**src/adcs_defs.vh**
```
// Overview of operation
// - every conversion result is kept and reported as an 8-bit value
// - single-step converts one selected channel per start, then advances the counter
// - timer event or chosen pin edge generates the start condition itself
// - scan mode converts all selected channels on one start, no further starts
// - single-step, several channels: clearing boundary flag mid-sequence returns counter to lowest
// - trigger-started repeating scans restart at the lowest channel on every trigger
// - disabling then enabling the converter returns the counter to its start
// - switching to DAC mode and back also resets the channel counter
// - two independent converters with identical sequencing behaviour
`ifndef ADCS_DEFS_VH
`define ADCS_DEFS_VH
`define ADCS_AW 6
`define ADCS_RES_W 8
`define ADCS_NCH 4
// per converter register index, converter select is address bit 4
`define ADCS_REG_MODE 4'h0
`define ADCS_REG_SEL 4'h1
`define ADCS_REG_LO 4'h2
`define ADCS_REG_HI 4'h3
`define ADCS_REG_RES0 4'h4
`define ADCS_CONV1_BIT 4
`define ADCS_REG_STAT 6'h20
`define ADCS_REG_MASK 6'h21
// mode register fields
`define ADCS_M_EN 0
`define ADCS_M_DAC 1
`define ADCS_M_SCAN 2
`define ADCS_M_TRIG_LO 3
`define ADCS_M_START 5
`define ADCS_M_BND 6
`define ADCS_M_BUSY 7
// trigger sources
`define ADCS_TRIG_SW 2'h0
`define ADCS_TRIG_TMR 2'h1
`define ADCS_TRIG_RISE 2'h2
`define ADCS_TRIG_FALL 2'h3
// status bits: {done1, bnd1, done0, bnd0}
`define ADCS_STAT_W 4
`define ADCS_RST_LO 8'h00
`define ADCS_RST_HI 8'hff
`endif

```
**src/adcs_seq.v**
```verilog
// The placing of the registers and the address-and-strobe port were chosen for this implementation.
`timescale 1ns/100ps
`include "adcs_defs.vh"

module adcs_conv #(
  parameter NCH = `ADCS_NCH,
  parameter RW = `ADCS_RES_W
) (
  input wire core_clk,
  input wire nrst,
  input wire ce,
  input wire [7:0] wdata,
  input wire wr_mode,
  input wire wr_sel,
  input wire wr_lo,
  input wire wr_hi,
  input wire timer_evt,
  input wire trig_pin,
  input wire conv_done,
  input wire [RW-1:0] conv_data,
  output reg conv_start_ff,
  output reg [1:0] conv_ch_ff,
  output wire [7:0] mode_rd,
  output reg [NCH-1:0] sel_ff,
  output reg [RW-1:0] lo_ff,
  output reg [RW-1:0] hi_ff,
  output wire [NCH*RW-1:0] res_flat,
  output reg bnd_evt_ff,
  output reg done_evt_ff
);
  reg en_ff;
  reg dac_ff;
  reg scan_ff;
  reg [1:0] trig_ff;
  reg bnd_ff;
  reg busy_ff;
  reg pin_ff;
  reg [1:0] cur_ff;
  reg [RW-1:0] res_ff [0:NCH-1];
  wire [1:0] low_ch;
  wire [2:0] nx;
  wire [1:0] pick_ch;
  wire multi;
  reg start;
  genvar g;

  function [1:0] lowest_sel;
    input [NCH-1:0] s;
    integer i;
    begin
      lowest_sel = 2'h0;
      for (i = NCH - 1; i >= 0; i = i - 1)
        if (s[i])
          lowest_sel = i[1:0];
    end
  endfunction

  // returns {wrapped, next selected channel above c}
  function [2:0] next_sel;
    input [NCH-1:0] s;
    input [1:0] c;
    integer i;
    reg found;
    begin
      found = 1'b0;
      next_sel = {1'b1, lowest_sel(s)};
      for (i = 0; i < NCH; i = i + 1)
        if (!found && s[i] && i > c) begin
          found = 1'b1;
          next_sel = {1'b0, i[1:0]};
        end
    end
  endfunction

  assign low_ch = lowest_sel(sel_ff);
  assign nx = next_sel(sel_ff, conv_ch_ff);
  assign pick_ch = sel_ff[cur_ff] ? cur_ff : low_ch;
  assign multi = (sel_ff & (sel_ff - 1'b1)) != {NCH{1'b0}};
  assign mode_rd = {busy_ff, bnd_ff, 1'b0, trig_ff, scan_ff, dac_ff, en_ff};

  generate
    for (g = 0; g < NCH; g = g + 1) begin : g_res
      assign res_flat[g*RW +: RW] = res_ff[g];
    end
  endgenerate

  // start from software write, timer or pin edge
  always @* begin
    case (trig_ff)
      `ADCS_TRIG_TMR: start = timer_evt;
      `ADCS_TRIG_RISE: start = trig_pin & ~pin_ff;
      `ADCS_TRIG_FALL: start = ~trig_pin & pin_ff;
      default: start = wr_mode & wdata[`ADCS_M_START];
    endcase
  end

  integer k;
  always @(posedge core_clk) begin
    if (!nrst) begin
      en_ff <= 1'b0;
      dac_ff <= 1'b0;
      scan_ff <= 1'b0;
      trig_ff <= `ADCS_TRIG_SW;
      bnd_ff <= 1'b0;
      busy_ff <= 1'b0;
      pin_ff <= 1'b0;
      cur_ff <= 2'h0;
      sel_ff <= {NCH{1'b0}};
      lo_ff <= `ADCS_RST_LO;
      hi_ff <= `ADCS_RST_HI;
      conv_start_ff <= 1'b0;
      conv_ch_ff <= 2'h0;
      bnd_evt_ff <= 1'b0;
      done_evt_ff <= 1'b0;
      for (k = 0; k < NCH; k = k + 1)
        res_ff[k] <= {RW{1'b0}};
    end else if (ce) begin
      pin_ff <= trig_pin;
      conv_start_ff <= 1'b0;
      bnd_evt_ff <= 1'b0;
      done_evt_ff <= 1'b0;
      if (wr_mode) begin
        en_ff <= wdata[`ADCS_M_EN];
        dac_ff <= wdata[`ADCS_M_DAC];
        scan_ff <= wdata[`ADCS_M_SCAN];
        trig_ff <= wdata[`ADCS_M_TRIG_LO +: 2];
        if (!wdata[`ADCS_M_BND])
          bnd_ff <= 1'b0;
      end
      if (wr_sel)
        sel_ff <= wdata[NCH-1:0];
      if (wr_lo)
        lo_ff <= wdata;
      if (wr_hi)
        hi_ff <= wdata;
      if (!en_ff || dac_ff) begin
        cur_ff <= low_ch;
        busy_ff <= 1'b0;
      end else if (!busy_ff && start && sel_ff != {NCH{1'b0}}) begin
        busy_ff <= 1'b1;
        conv_start_ff <= 1'b1;
        if (scan_ff) begin
          conv_ch_ff <= low_ch;
          cur_ff <= low_ch;
        end else begin
          conv_ch_ff <= pick_ch;
          cur_ff <= pick_ch;
        end
      end else if (busy_ff && conv_done) begin
        res_ff[conv_ch_ff] <= conv_data;
        // boundary check, set wins over clear
        if (conv_data < lo_ff || conv_data > hi_ff) begin
          bnd_ff <= 1'b1;
          bnd_evt_ff <= 1'b1;
        end
        if (scan_ff && !nx[2]) begin
          conv_start_ff <= 1'b1;
          conv_ch_ff <= nx[1:0];
          cur_ff <= nx[1:0];
        end else begin
          busy_ff <= 1'b0;
          cur_ff <= nx[1:0];
          if (scan_ff || nx[2])
            done_evt_ff <= 1'b1;
        end
      end
      if (wr_mode && !wdata[`ADCS_M_BND] && bnd_ff && !scan_ff && multi && cur_ff != low_ch && !busy_ff)
        cur_ff <= low_ch;
    end
  end
endmodule // adcs_conv

module adcs_seq #(
  parameter NCH = `ADCS_NCH,
  parameter RW = `ADCS_RES_W
) (
  input wire core_clk,
  input wire nrst,
  input wire ce,
  input wire [`ADCS_AW-1:0] addr,
  input wire [7:0] wdata,
  input wire wr,
  input wire rd,
  output reg [7:0] rdata_ff,
  input wire [1:0] timer_evt,
  input wire [1:0] trig_pin,
  input wire [1:0] conv_done,
  input wire [2*RW-1:0] conv_data,
  output wire [1:0] conv_start,
  output wire [3:0] conv_ch,
  output wire irq
);
  reg [`ADCS_STAT_W-1:0] stat_ff;
  reg [`ADCS_STAT_W-1:0] mask_ff;
  wire [15:0] mode_rd;
  wire [2*NCH-1:0] sel_rd;
  wire [2*RW-1:0] lo_rd;
  wire [2*RW-1:0] hi_rd;
  wire [2*NCH*RW-1:0] res_rd;
  wire [1:0] bnd_evt;
  wire [1:0] done_evt;
  wire [`ADCS_STAT_W-1:0] evt;
  wire per_conv;
  wire cs;
  reg [7:0] nxt_rdata;
  genvar g;

  assign per_conv = addr[`ADCS_AW-1] == 1'b0;
  assign cs = addr[`ADCS_CONV1_BIT];
  assign evt = {done_evt[1], bnd_evt[1], done_evt[0], bnd_evt[0]};
  assign irq = |(stat_ff & mask_ff);

  generate
    for (g = 0; g < 2; g = g + 1) begin : g_conv
      wire hit;
      assign hit = wr && per_conv && cs == g;
      adcs_conv #(.NCH(NCH), .RW(RW)) u_conv (
        .core_clk(core_clk),
        .nrst(nrst),
        .ce(ce),
        .wdata(wdata),
        .wr_mode(hit && addr[3:0] == `ADCS_REG_MODE),
        .wr_sel(hit && addr[3:0] == `ADCS_REG_SEL),
        .wr_lo(hit && addr[3:0] == `ADCS_REG_LO),
        .wr_hi(hit && addr[3:0] == `ADCS_REG_HI),
        .timer_evt(timer_evt[g]),
        .trig_pin(trig_pin[g]),
        .conv_done(conv_done[g]),
        .conv_data(conv_data[g*RW +: RW]),
        .conv_start_ff(conv_start[g]),
        .conv_ch_ff(conv_ch[g*2 +: 2]),
        .mode_rd(mode_rd[g*8 +: 8]),
        .sel_ff(sel_rd[g*NCH +: NCH]),
        .lo_ff(lo_rd[g*RW +: RW]),
        .hi_ff(hi_rd[g*RW +: RW]),
        .res_flat(res_rd[g*NCH*RW +: NCH*RW]),
        .bnd_evt_ff(bnd_evt[g]),
        .done_evt_ff(done_evt[g])
      );
    end
  endgenerate

  always @* begin
    nxt_rdata = 8'h00;
    if (per_conv) begin
      case (addr[3:0])
        `ADCS_REG_MODE: nxt_rdata = mode_rd[cs*8 +: 8];
        `ADCS_REG_SEL: nxt_rdata = {{(8-NCH){1'b0}}, sel_rd[cs*NCH +: NCH]};
        `ADCS_REG_LO: nxt_rdata = lo_rd[cs*RW +: RW];
        `ADCS_REG_HI: nxt_rdata = hi_rd[cs*RW +: RW];
        4'h4, 4'h5, 4'h6, 4'h7: nxt_rdata = res_rd[(cs*NCH + addr[1:0])*RW +: RW];
        default: nxt_rdata = 8'h00;
      endcase
    end else if (addr == `ADCS_REG_STAT) begin
      nxt_rdata = {4'h0, stat_ff};
    end else if (addr == `ADCS_REG_MASK) begin
      nxt_rdata = {4'h0, mask_ff};
    end
  end

  always @(posedge core_clk) begin
    if (!nrst) begin
      stat_ff <= 4'h0;
      mask_ff <= 4'h0;
      rdata_ff <= 8'h00;
    end else if (ce) begin
      rdata_ff <= rd ? nxt_rdata : 8'h00;
      if (wr && addr == `ADCS_REG_MASK)
        mask_ff <= wdata[`ADCS_STAT_W-1:0];
      // sticky event, set wins over clear
      if (wr && addr == `ADCS_REG_STAT)
        stat_ff <= (stat_ff & ~wdata[`ADCS_STAT_W-1:0]) | evt;
      else
        stat_ff <= stat_ff | evt;
    end
  end
endmodule // adcs_seq

```
**config.mk**
```make
export PLATFORM = sky130hd
export DESIGN_NAME = adcs_seq
export DESIGN_NICKNAME = d
export VERILOG_FILES = /design/src/adcs_seq.v
export VERILOG_INCLUDE_DIRS = /design/src
export SDC_FILE = /design/constraint.sdc
export NUM_CORES = 1
export LEC_CHECK = 0
export BUFFER_PORTS_ARGS = -buffer_cell sky130_fd_sc_hd__buf_2
export CORE_AREA = 2 2 157 159
export CTS_CLUSTER_DIAMETER = 60
export DETAILED_ROUTE_END_ITERATION = 8
export DIE_AREA = 0 0 159 161
export GPL_ROUTABILITY_DRIVEN = 0
export PLACE_DENSITY = 0.58
export SETUP_SLACK_MARGIN = 0.02
export SKIP_LAST_GASP = 1
export SYNTH_ARGS = -nofsm -noshare
export SYNTH_HDL_FRONTEND = slang
export SYNTH_SLANG_ARGS = --single-unit
```
**constraint.sdc**
```tcl
create_clock -name core_clk -period 3.4 [get_ports core_clk]
set_input_delay 0.51 -clock core_clk [delete_from_list [all_inputs] [get_ports core_clk]]
set_output_delay 0.51 -clock core_clk [all_outputs]
set_load 0.01 [all_outputs]
```
### Yosys cells after proc, flatten, opt, wreduce, memory -nomap -nowiden

Memory sizes are Yosys's and may differ from the RTL's.
Cells that the tools add are included.

| word-level totals | value |
|---|---|
| input port bits | 41 |
| memory bits (read-only) | 0 |
| latch bits | 0 |
| RAM bits | 64 |
| bits in registers | 86 |
| memories kept | 2 |

Memory list:

| memory | words | width | read ports | clocked after memory_dff | write ports | line | text |
|---|---|---|---|---|---|---|---|
| g_conv[0].u_conv.res_ff | 4 | 8 | 4 | 0 | 4 | adcs_seq.v:39 | `reg [RW-1:0] res_ff [0:NCH-1];` |
| g_conv[1].u_conv.res_ff | 4 | 8 | 4 | 0 | 4 | adcs_seq.v:39 |  |

| cells by class | value |
|---|---|
| multipliers | 0 |
| $add $sub $neg | 3 |
| $lt $le $gt $ge | 12 |
| divide/modulo/power cells | 0 |
| reductions and logical operators | 94 |
| bitwise logic cells | 21 |
| mux-type cells | 113 |
| eq/ne operators | 19 |
| shift-type cells | 5 |

Operators with widths:

| operator | number |
|---|---|
| $mux W1 | 67 |
| $shiftx A64 B8 Y8 | 1 |
| $mux W2 | 28 |
| $shiftx A16 B5 Y8 | 3 |
| $logic_and A1 B1 Y1 | 43 |
| $pmux W8 S5 | 1 |
| $mux W8 | 4 |
| $reduce_bool A4 Y1 | 6 |
| $reduce_and A2 Y1 | 11 |
| $mux W3 | 6 |
| $and A4 B4 Y4 | 4 |
| $eq A4 B3 Y1 const B | 4 |
| $gt A8 B8 Y1 | 2 |
| $lt A8 B8 Y1 | 2 |
| $reduce_or A8 Y1 | 2 |
| $logic_not A1 Y1 | 13 |
| $eq A6 B6 Y1 const B | 2 |
| $mux W4 | 3 |
| $eq A2 B2 Y1 const B | 4 |
| $eq A4 B2 Y1 const B | 2 |
| $gt A2 B2 Y1 const A | 4 |
| $not A1 Y1 | 8 |
| $or A4 B4 Y4 | 2 |
| $reduce_and A4 Y1 | 2 |
| 19 further kinds | 43 |

### Longest topological paths before layout

Gate-level depths: netlist (run 1).

| depth | value |
|---|---|
| word-level depth | 17 |
| mapped depth | 8 |

### By module

Synthesis (run 1) repeated with hierarchy kept, for this count alone.

| second synthesis, totals | value |
|---|---|
| cells, all modules | 884 |
| area total of the unflattened synthesis | 8,559.5 µm² |

Modules (own cells, without submodules):

| module | area an instance (µm²) | cells an instance | seq. area each (µm²) | times used |
|---|---|---|---|---|
| adcs_conv at g_conv[0].u_conv | 3,362.0 | 338 | 1,661.6 | 1 |
| adcs_conv at g_conv[1].u_conv | 3,263.1 | 347 | 1,661.6 | 1 |
| adcs_seq | 1,934.4 | 199 | 320.3 | 1 |

### Least setup slack after synthesis (run 1)

OpenSTA, ideal clock, no wires.

| timing path | value |
|---|---|
| path kind | input -> register |
| start | input addr[0] |
| end | register g_conv[0].u_conv.cur_ff[0] |
| arrival time | 2.286 ns |
| data required time | 3.314 ns |
| cell stages on the path | 6 |
| slack | 1.028 ns |
| buffers on the path | 1 |
| library setup time | 0.086 ns |
| cells stage by stage | buf_6 or4_4 or3_4 o41ai_4 o21ai_2 a221oi_2 |

| between the ends | value |
|---|---|
| cells in the longest elaborated chain, start to end | 10 |
| elaborated cells on any way between the ends | 17 |

RTL lines:

| what | line | text |
|---|---|---|
| start, declared | adcs_seq.v:180 | `` input wire [`ADCS_AW-1:0] addr, `` |
| $logic_not A4 Y1 (*) | - |  |
| $logic_and A1 B1 Y1 (no line) (*) | - |  |
| branches (longest 8 deep; another with $pmux W1 S3) | - |  |
| end signal, assigned | adcs_seq.v:159 | `cur_ff <= nx[1:0];` |
| end signal, assigned | adcs_seq.v:162 | `cur_ff <= nx[1:0];` |
| end signal, assigned | adcs_seq.v:168 | `cur_ff <= low_ch;` |
| end, declared | adcs_seq.v:38 | `reg [1:0] cur_ff;` |

Every way passes the cells marked *.
A chain may end at the register's enable or synchronous reset.

### Worst setup path after layout (run 1)

| timing path | value |
|---|---|
| start | register g_conv[0].u_conv.en_ff |
| end | register g_conv[0].u_conv.bnd_ff |

| between the ends | value |
|---|---|
| cells in the longest elaborated chain, start to end | 3 |

RTL lines:

| what | line | text |
|---|---|---|
| start, declared | adcs_seq.v:31 | `reg en_ff;` |
| start signal, assigned | adcs_seq.v:123 | `` en_ff <= wdata[`ADCS_M_EN]; `` |
| $logic_not A1 Y1 | adcs_seq.v:136 | `if (!en_ff \|\| dac_ff) begin` |
| $logic_or A1 B1 Y1 | adcs_seq.v:136 |  |
| $mux W1 | adcs_seq.v:136 |  |
| end signal, assigned | adcs_seq.v:104 | `bnd_ff <= 1'b0;` |
| end signal, assigned | adcs_seq.v:128 | `bnd_ff <= 1'b0;` |
| end signal, assigned | adcs_seq.v:153 | `bnd_ff <= 1'b1;` |
| end, declared | adcs_seq.v:35 | `reg bnd_ff;` |

Every way passes these cells.

==> results.tsv, run 1 <==
metric	value	unit
path_max_fanout	10	
remaining_drc_errors	0	
grt_first_pass_wirelength	37200	microns
grt.overflow.total	0	
drv_slew	0	
syn-num-nets	942	
wl_per_cell	19.2	microns
routed_wl	24000	microns
mostFrequentLayoutCell	nor2_1	
layout_common_cells	nor2_1, nand2_1, dfxtp_1	
drive_gt1_frac	0.166	
cts-root-to-sink-buffers	2	
syn_inst	871	
antenna_found_initial	0	
leakagePower	0.00399	uW
fin_util	0.392	
antenna_cells	0	
rsz0062_at_grt	false	
tns	0	ns
worst_clock_skew	0.00884	ns
p_total	4100	uW
ios	56	
path_class	reg -> reg	
cts-htree-levels	4	
swShare	0.255	
synth_top_area_share	0.234	
ys_seq_elements	150	
die_w	159	microns
start_kind	flip-flop	
seq_area_frac_synth	0.443	
fin_ws	0.921	ns
max_freq	0.403	GHz
vias_per_cell	5.33	
ir_worst_vdd	0.300	mV
dpl.cell_count	1213	
report.final.hold_viol_count	0	
seqPwrFrac	0.470	
netlist_area	0.00822	sq mm
p_comb_frac	0.078	
start_util	0.343	
holdBufCountCts	0	
clockRootBuffer	clkbuf_16	
synth_edf_count	64	
drt-initial-drc-count	546	
synth_top_area_cell	edfxtp_1	
cts.sinks	150	
ant_nets	0	
io_buffer_count	55	
slew_headroom	0.496	
yosysWarningCount	0	
async_flop_share	0	
hpwl	17600	microns
report.final.setup_viol	0	
endpoint_kind	flip-flop	
intPower	3060	uW
place_ws	0.663	ns
min_path_type	in -> reg	
die_h	161	microns
cts_inserted_buffers	17	
coreArea	0.0240	sq mm
worstPathArrival	2.85	ns
final_nets	979	
die_area	0.0256	sq mm
cts_setup_buffers	0	
cts.clk_slew.worst_paths	0.07	ns
grt_use_total	0.190	
cts_tree	done	
synth.avg_cell_area	9.44	sq um
clkPwrFrac	0.452	
drt-pass1-iter-count	5	
num_rows	57	
fin_cells	1245	
vias	6633	
grt_pass1_vias	6341	
period_share	0.729	
status	finished, final reports clean	
synth_top_cells_by_area	edfxtp_1, dfxtp_1, mux2i_1, mux4_2, nor2_1	
switching_power	1040	uW
clkLatencyLatePin	0.43	ns
synth_cell_types	61	
synthToLayoutAreaGrowth	14.2	%
worst_pin_slew	0.753	ns
ys_dominant_reg_cell	dfxtp_1	
maxCapViolCount	0	
required	3.77	ns
grt_max_degree	50	
powerDensity	436	mW/mm^2
cts_resized	0	
fin_crit	2.48	ns
worst max-delay path, cell delays in order (launching register included):
cell and delay [ns]:
dfxtp_1 0.36, nor2b_1 0.44, nand4_1 0.37, nor2_1 0.69, o311ai_0 0.38, nand3_1 0.17
path summary, 6_finish.rpt:
path	cells past startpoint	endpoint	slack, ns	from
min	3	g_conv[0].u_conv.pin_ff	0.36	trig_pin[0]
max reg2reg	5	g_conv[0].u_conv.bnd_ff	0.92	g_conv[0].u_conv.en_ff
min reg2reg	2	g_conv[0].u_conv.dac_ff	0.48	g_conv[0].u_conv.dac_ff
max	5	g_conv[0].u_conv.bnd_ff	0.92	g_conv[0].u_conv.en_ff
through the flow:
stage               cell area, sq um  hold WS, ns
floorplan                       8220        0.442
detailed placement              8820        0.474
CTS                             9390        0.349
global placement                8820        0.470
finish                          9390        0.361
global route                    9390        0.378
area by class of cell:
cell class	instances	area (sq um)
Clock buffer	17	425
Clock inverter	15	144
Fill cell	2444	14600
Inverter	68	255
Multi-Input combinational cell	594	4080
Sequential cell	150	3640
Tap cell	324	405
Timing Repair Buffer	77	440
sequential cells by signal, summed over array words and instances (netlist names), 4 cells and up:
register and count:
mask_ff 4, g_conv.u_conv.res_ff 64, g_conv.u_conv.hi_ff 16, g_conv.u_conv.lo_ff 16
g_conv.u_conv.conv_ch_ff 4, g_conv.u_conv.sel_ff 8, stat_ff 4, g_conv.u_conv.cur_ff 4
g_conv.u_conv.trig_ff 4, rdata_ff 8
power by group through the flow:
stage	sequential (uW)	clock [uW]	combinational (uW)
3_5_place_dp	1970	0	320
6_report	1930	1850	321
5_1_grt	1930	1960	346
2_1_floorplan	1960	0	190
4_1_cts	1930	1870	320
3_3_place_gp	1970	0	317
routing by layer:
layer  track usage  vias to the layer above  wire length, microns
li1              -                     3178                     -
met1         0.265                     3229                 11000
met2         0.304                      201                 11200
met3        0.0372                       25                  1370
met4        0.0529                        0                   379
met5             0                        -                     0
logic make-up after synthesis:
| group | synth area share |
|---|---|
| DFF | 0.443 |
| buffers and inverters | 0.0609 |
| AOI/OAI and AO/OA | 0.139 |
| adders and majority gates | 0.0456 |
| and+or+nand+nor | 0.170 |
| muxes | 0.142 |
synthesized netlist by cell type, drive strengths merged (15+ instances only):
library cell and number:
inv 68, buf 15, nand2b 16, mux4 22
a21oi 45, clkbuf 44, ha 30, mux2i 59
nand3 35, nand2 86, nor2 122, o21ai 39
edfxtp 64, dfxtp 86
Note: power is estimated with default switching activity, not from simulation.
==> run 2, diff against run 1 <==
PLACE_DENSITY = 0.6   (was 0.58)
clock period = 2.1 ns   (was 3.4 ns; I/O delays follow)
==> results.tsv, run 2 (same netlist as run 1, synthesis figures left out) <==
metric	value	unit
status	finished, final reports clean	
dpl.cell_count	1271	
coreArea	0.0240	sq mm
die_w	159	microns
maxCapViolCount	0	
grt_first_pass_wirelength	38800	microns
tns	0	ns
mostFrequentLayoutCell	nor2_1	
fin_crit	1.91	ns
vias	6818	
final_nets	1037	
die_h	161	microns
cts_inserted_buffers	17	
cts_tree	done	
clockRootBuffer	clkbuf_16	
grt_pass1_vias	6785	
holdBufCountCts	0	
endpoint_kind	flip-flop	
top_regs	g_conv.u_conv.res_ff (64), g_conv.u_conv.hi_ff (16), g_conv.u_conv.lo_ff (16)	
max_freq	0.523	GHz
multiInputGateArea	0.00409	sq mm
regMostFlops	g_conv.u_conv.res_ff	
hpwl	18500	microns
drt-pass1-iter-count	5	
leakagePower	0.00431	uW
io_buffer_count	55	
vias_per_cell	5.23	
required	2.40	ns
ios	56	
ant_nets	0	
worstPathArrival	2.21	ns
hold_slack	0.162	ns
drt-initial-drc-count	558	
grt.overflow.total	0	
fillerInstances	2416	
clkLatencyLatePin	0.43	ns
die_area	0.0256	sq mm
cts.sinks	150	
grt_max_degree	39	
worst_pin_slew	0.496	ns
start_kind	flip-flop	
path_max_fanout	3	
slew_headroom	0.666	
period_share	0.911	
start_util	0.343	
min_path_type	in -> reg	
ir_worst_vdd	0.537	mV
rsz0062_at_grt	false	
final-seq-area	0.00364	sq mm
wl_per_cell	18.9	microns
report.final.setup_viol	0	
routed_wl	24600	microns
cts-root-to-sink-buffers	2	
grt_use_total	0.196	
antenna_found_initial	0	
largest_reg_flops	64	
p_total	6640	uW
report.final.hold_viol_count	0	
drv_slew	0	
cts_setup_buffers	0	
fin_cells	1303	
drive_gt1_frac	0.216	
path_class	reg -> reg	
synthToLayoutAreaGrowth	20.3	%
layout_common_cells	nor2_1, nand2_1, dfxtp_1	
cts_resized	0	
cts.clk_slew.worst_paths	0.06	ns
cts-htree-levels	4	
worst_clock_skew	0.00879	ns
remaining_drc_errors	0	
antenna_cells	0	
num_rows	57	
powerDensity	671	mW/mm^2
-- run 2: critical path, cell delays in order, from the launching register on --
cell,delay (ns)
dfxtp_1,0.36
inv_1,0.06
ha_1,0.27
nor2b_1,0.13
o21a_1,0.16
o21a_1,0.17
o21a_1,0.17
o311ai_1,0.22
buf_4,0.17
nand3_1,0.07
-- run 2: layer usage --
metal,up-vias,share of wire,wire [microns],global-route usage
li1,3283,-,-,-
met1,3260,0.45,11200,0.271
met2,239,0.46,11400,0.316
met3,36,0.060,1480,0.0257
met4,0,0.023,572,0.0731
met5,-,0,0,0
-- run 2: worst paths after layout --
kind	cells after the start	to	slack (ns)	startpoint
max reg2reg	9	g_conv[0].u_conv.bnd_evt_ff	0.19	g_conv[0].u_conv.hi_ff[1]
min	3	g_conv[1].u_conv.pin_ff	0.16	trig_pin[1]
max	9	g_conv[0].u_conv.bnd_evt_ff	0.19	g_conv[0].u_conv.hi_ff[1]
min reg2reg	2	g_conv[0].u_conv.en_ff	0.47	g_conv[0].u_conv.en_ff
-- run 2: cell type report --
| cell class | instances | area share |
|---|---|---|
| clock buffers | 20 | 0.0473 |
| clock inverters | 12 | 0.00936 |
| inverters | 68 | 0.0258 |
| multi-input cells | 594 | 0.414 |
| flip-flops and latches | 150 | 0.368 |
| well taps | 324 | 0.0410 |
| repair buffers | 135 | 0.0948 |
-- run 2: metrics by stage --
stage / cell area, sq um / setup slack [ns] / utilization
4_1_cts: 9890 / 0.103 / 0.413
2_1_floorplan: 8230 / 0.0308 / -
3_5_place_dp: 9330 / -0.161 / 0.389
5_1_grt: 9900 / 0.0391 / 0.413
6_report: 9900 / 0.186 / 0.413
3_3_place_gp: 9330 / -0.0904 / 0.389
-- run 2: power breakdown --
part	total, uW	switching, uW	leakage [uW]	internal, uW
clock network	2950	1310	0.000273	1630
logic	575	337	0.00270	237
registers	3120	26.4	0.00133	3090
total	6640	1680	0.00431	4960
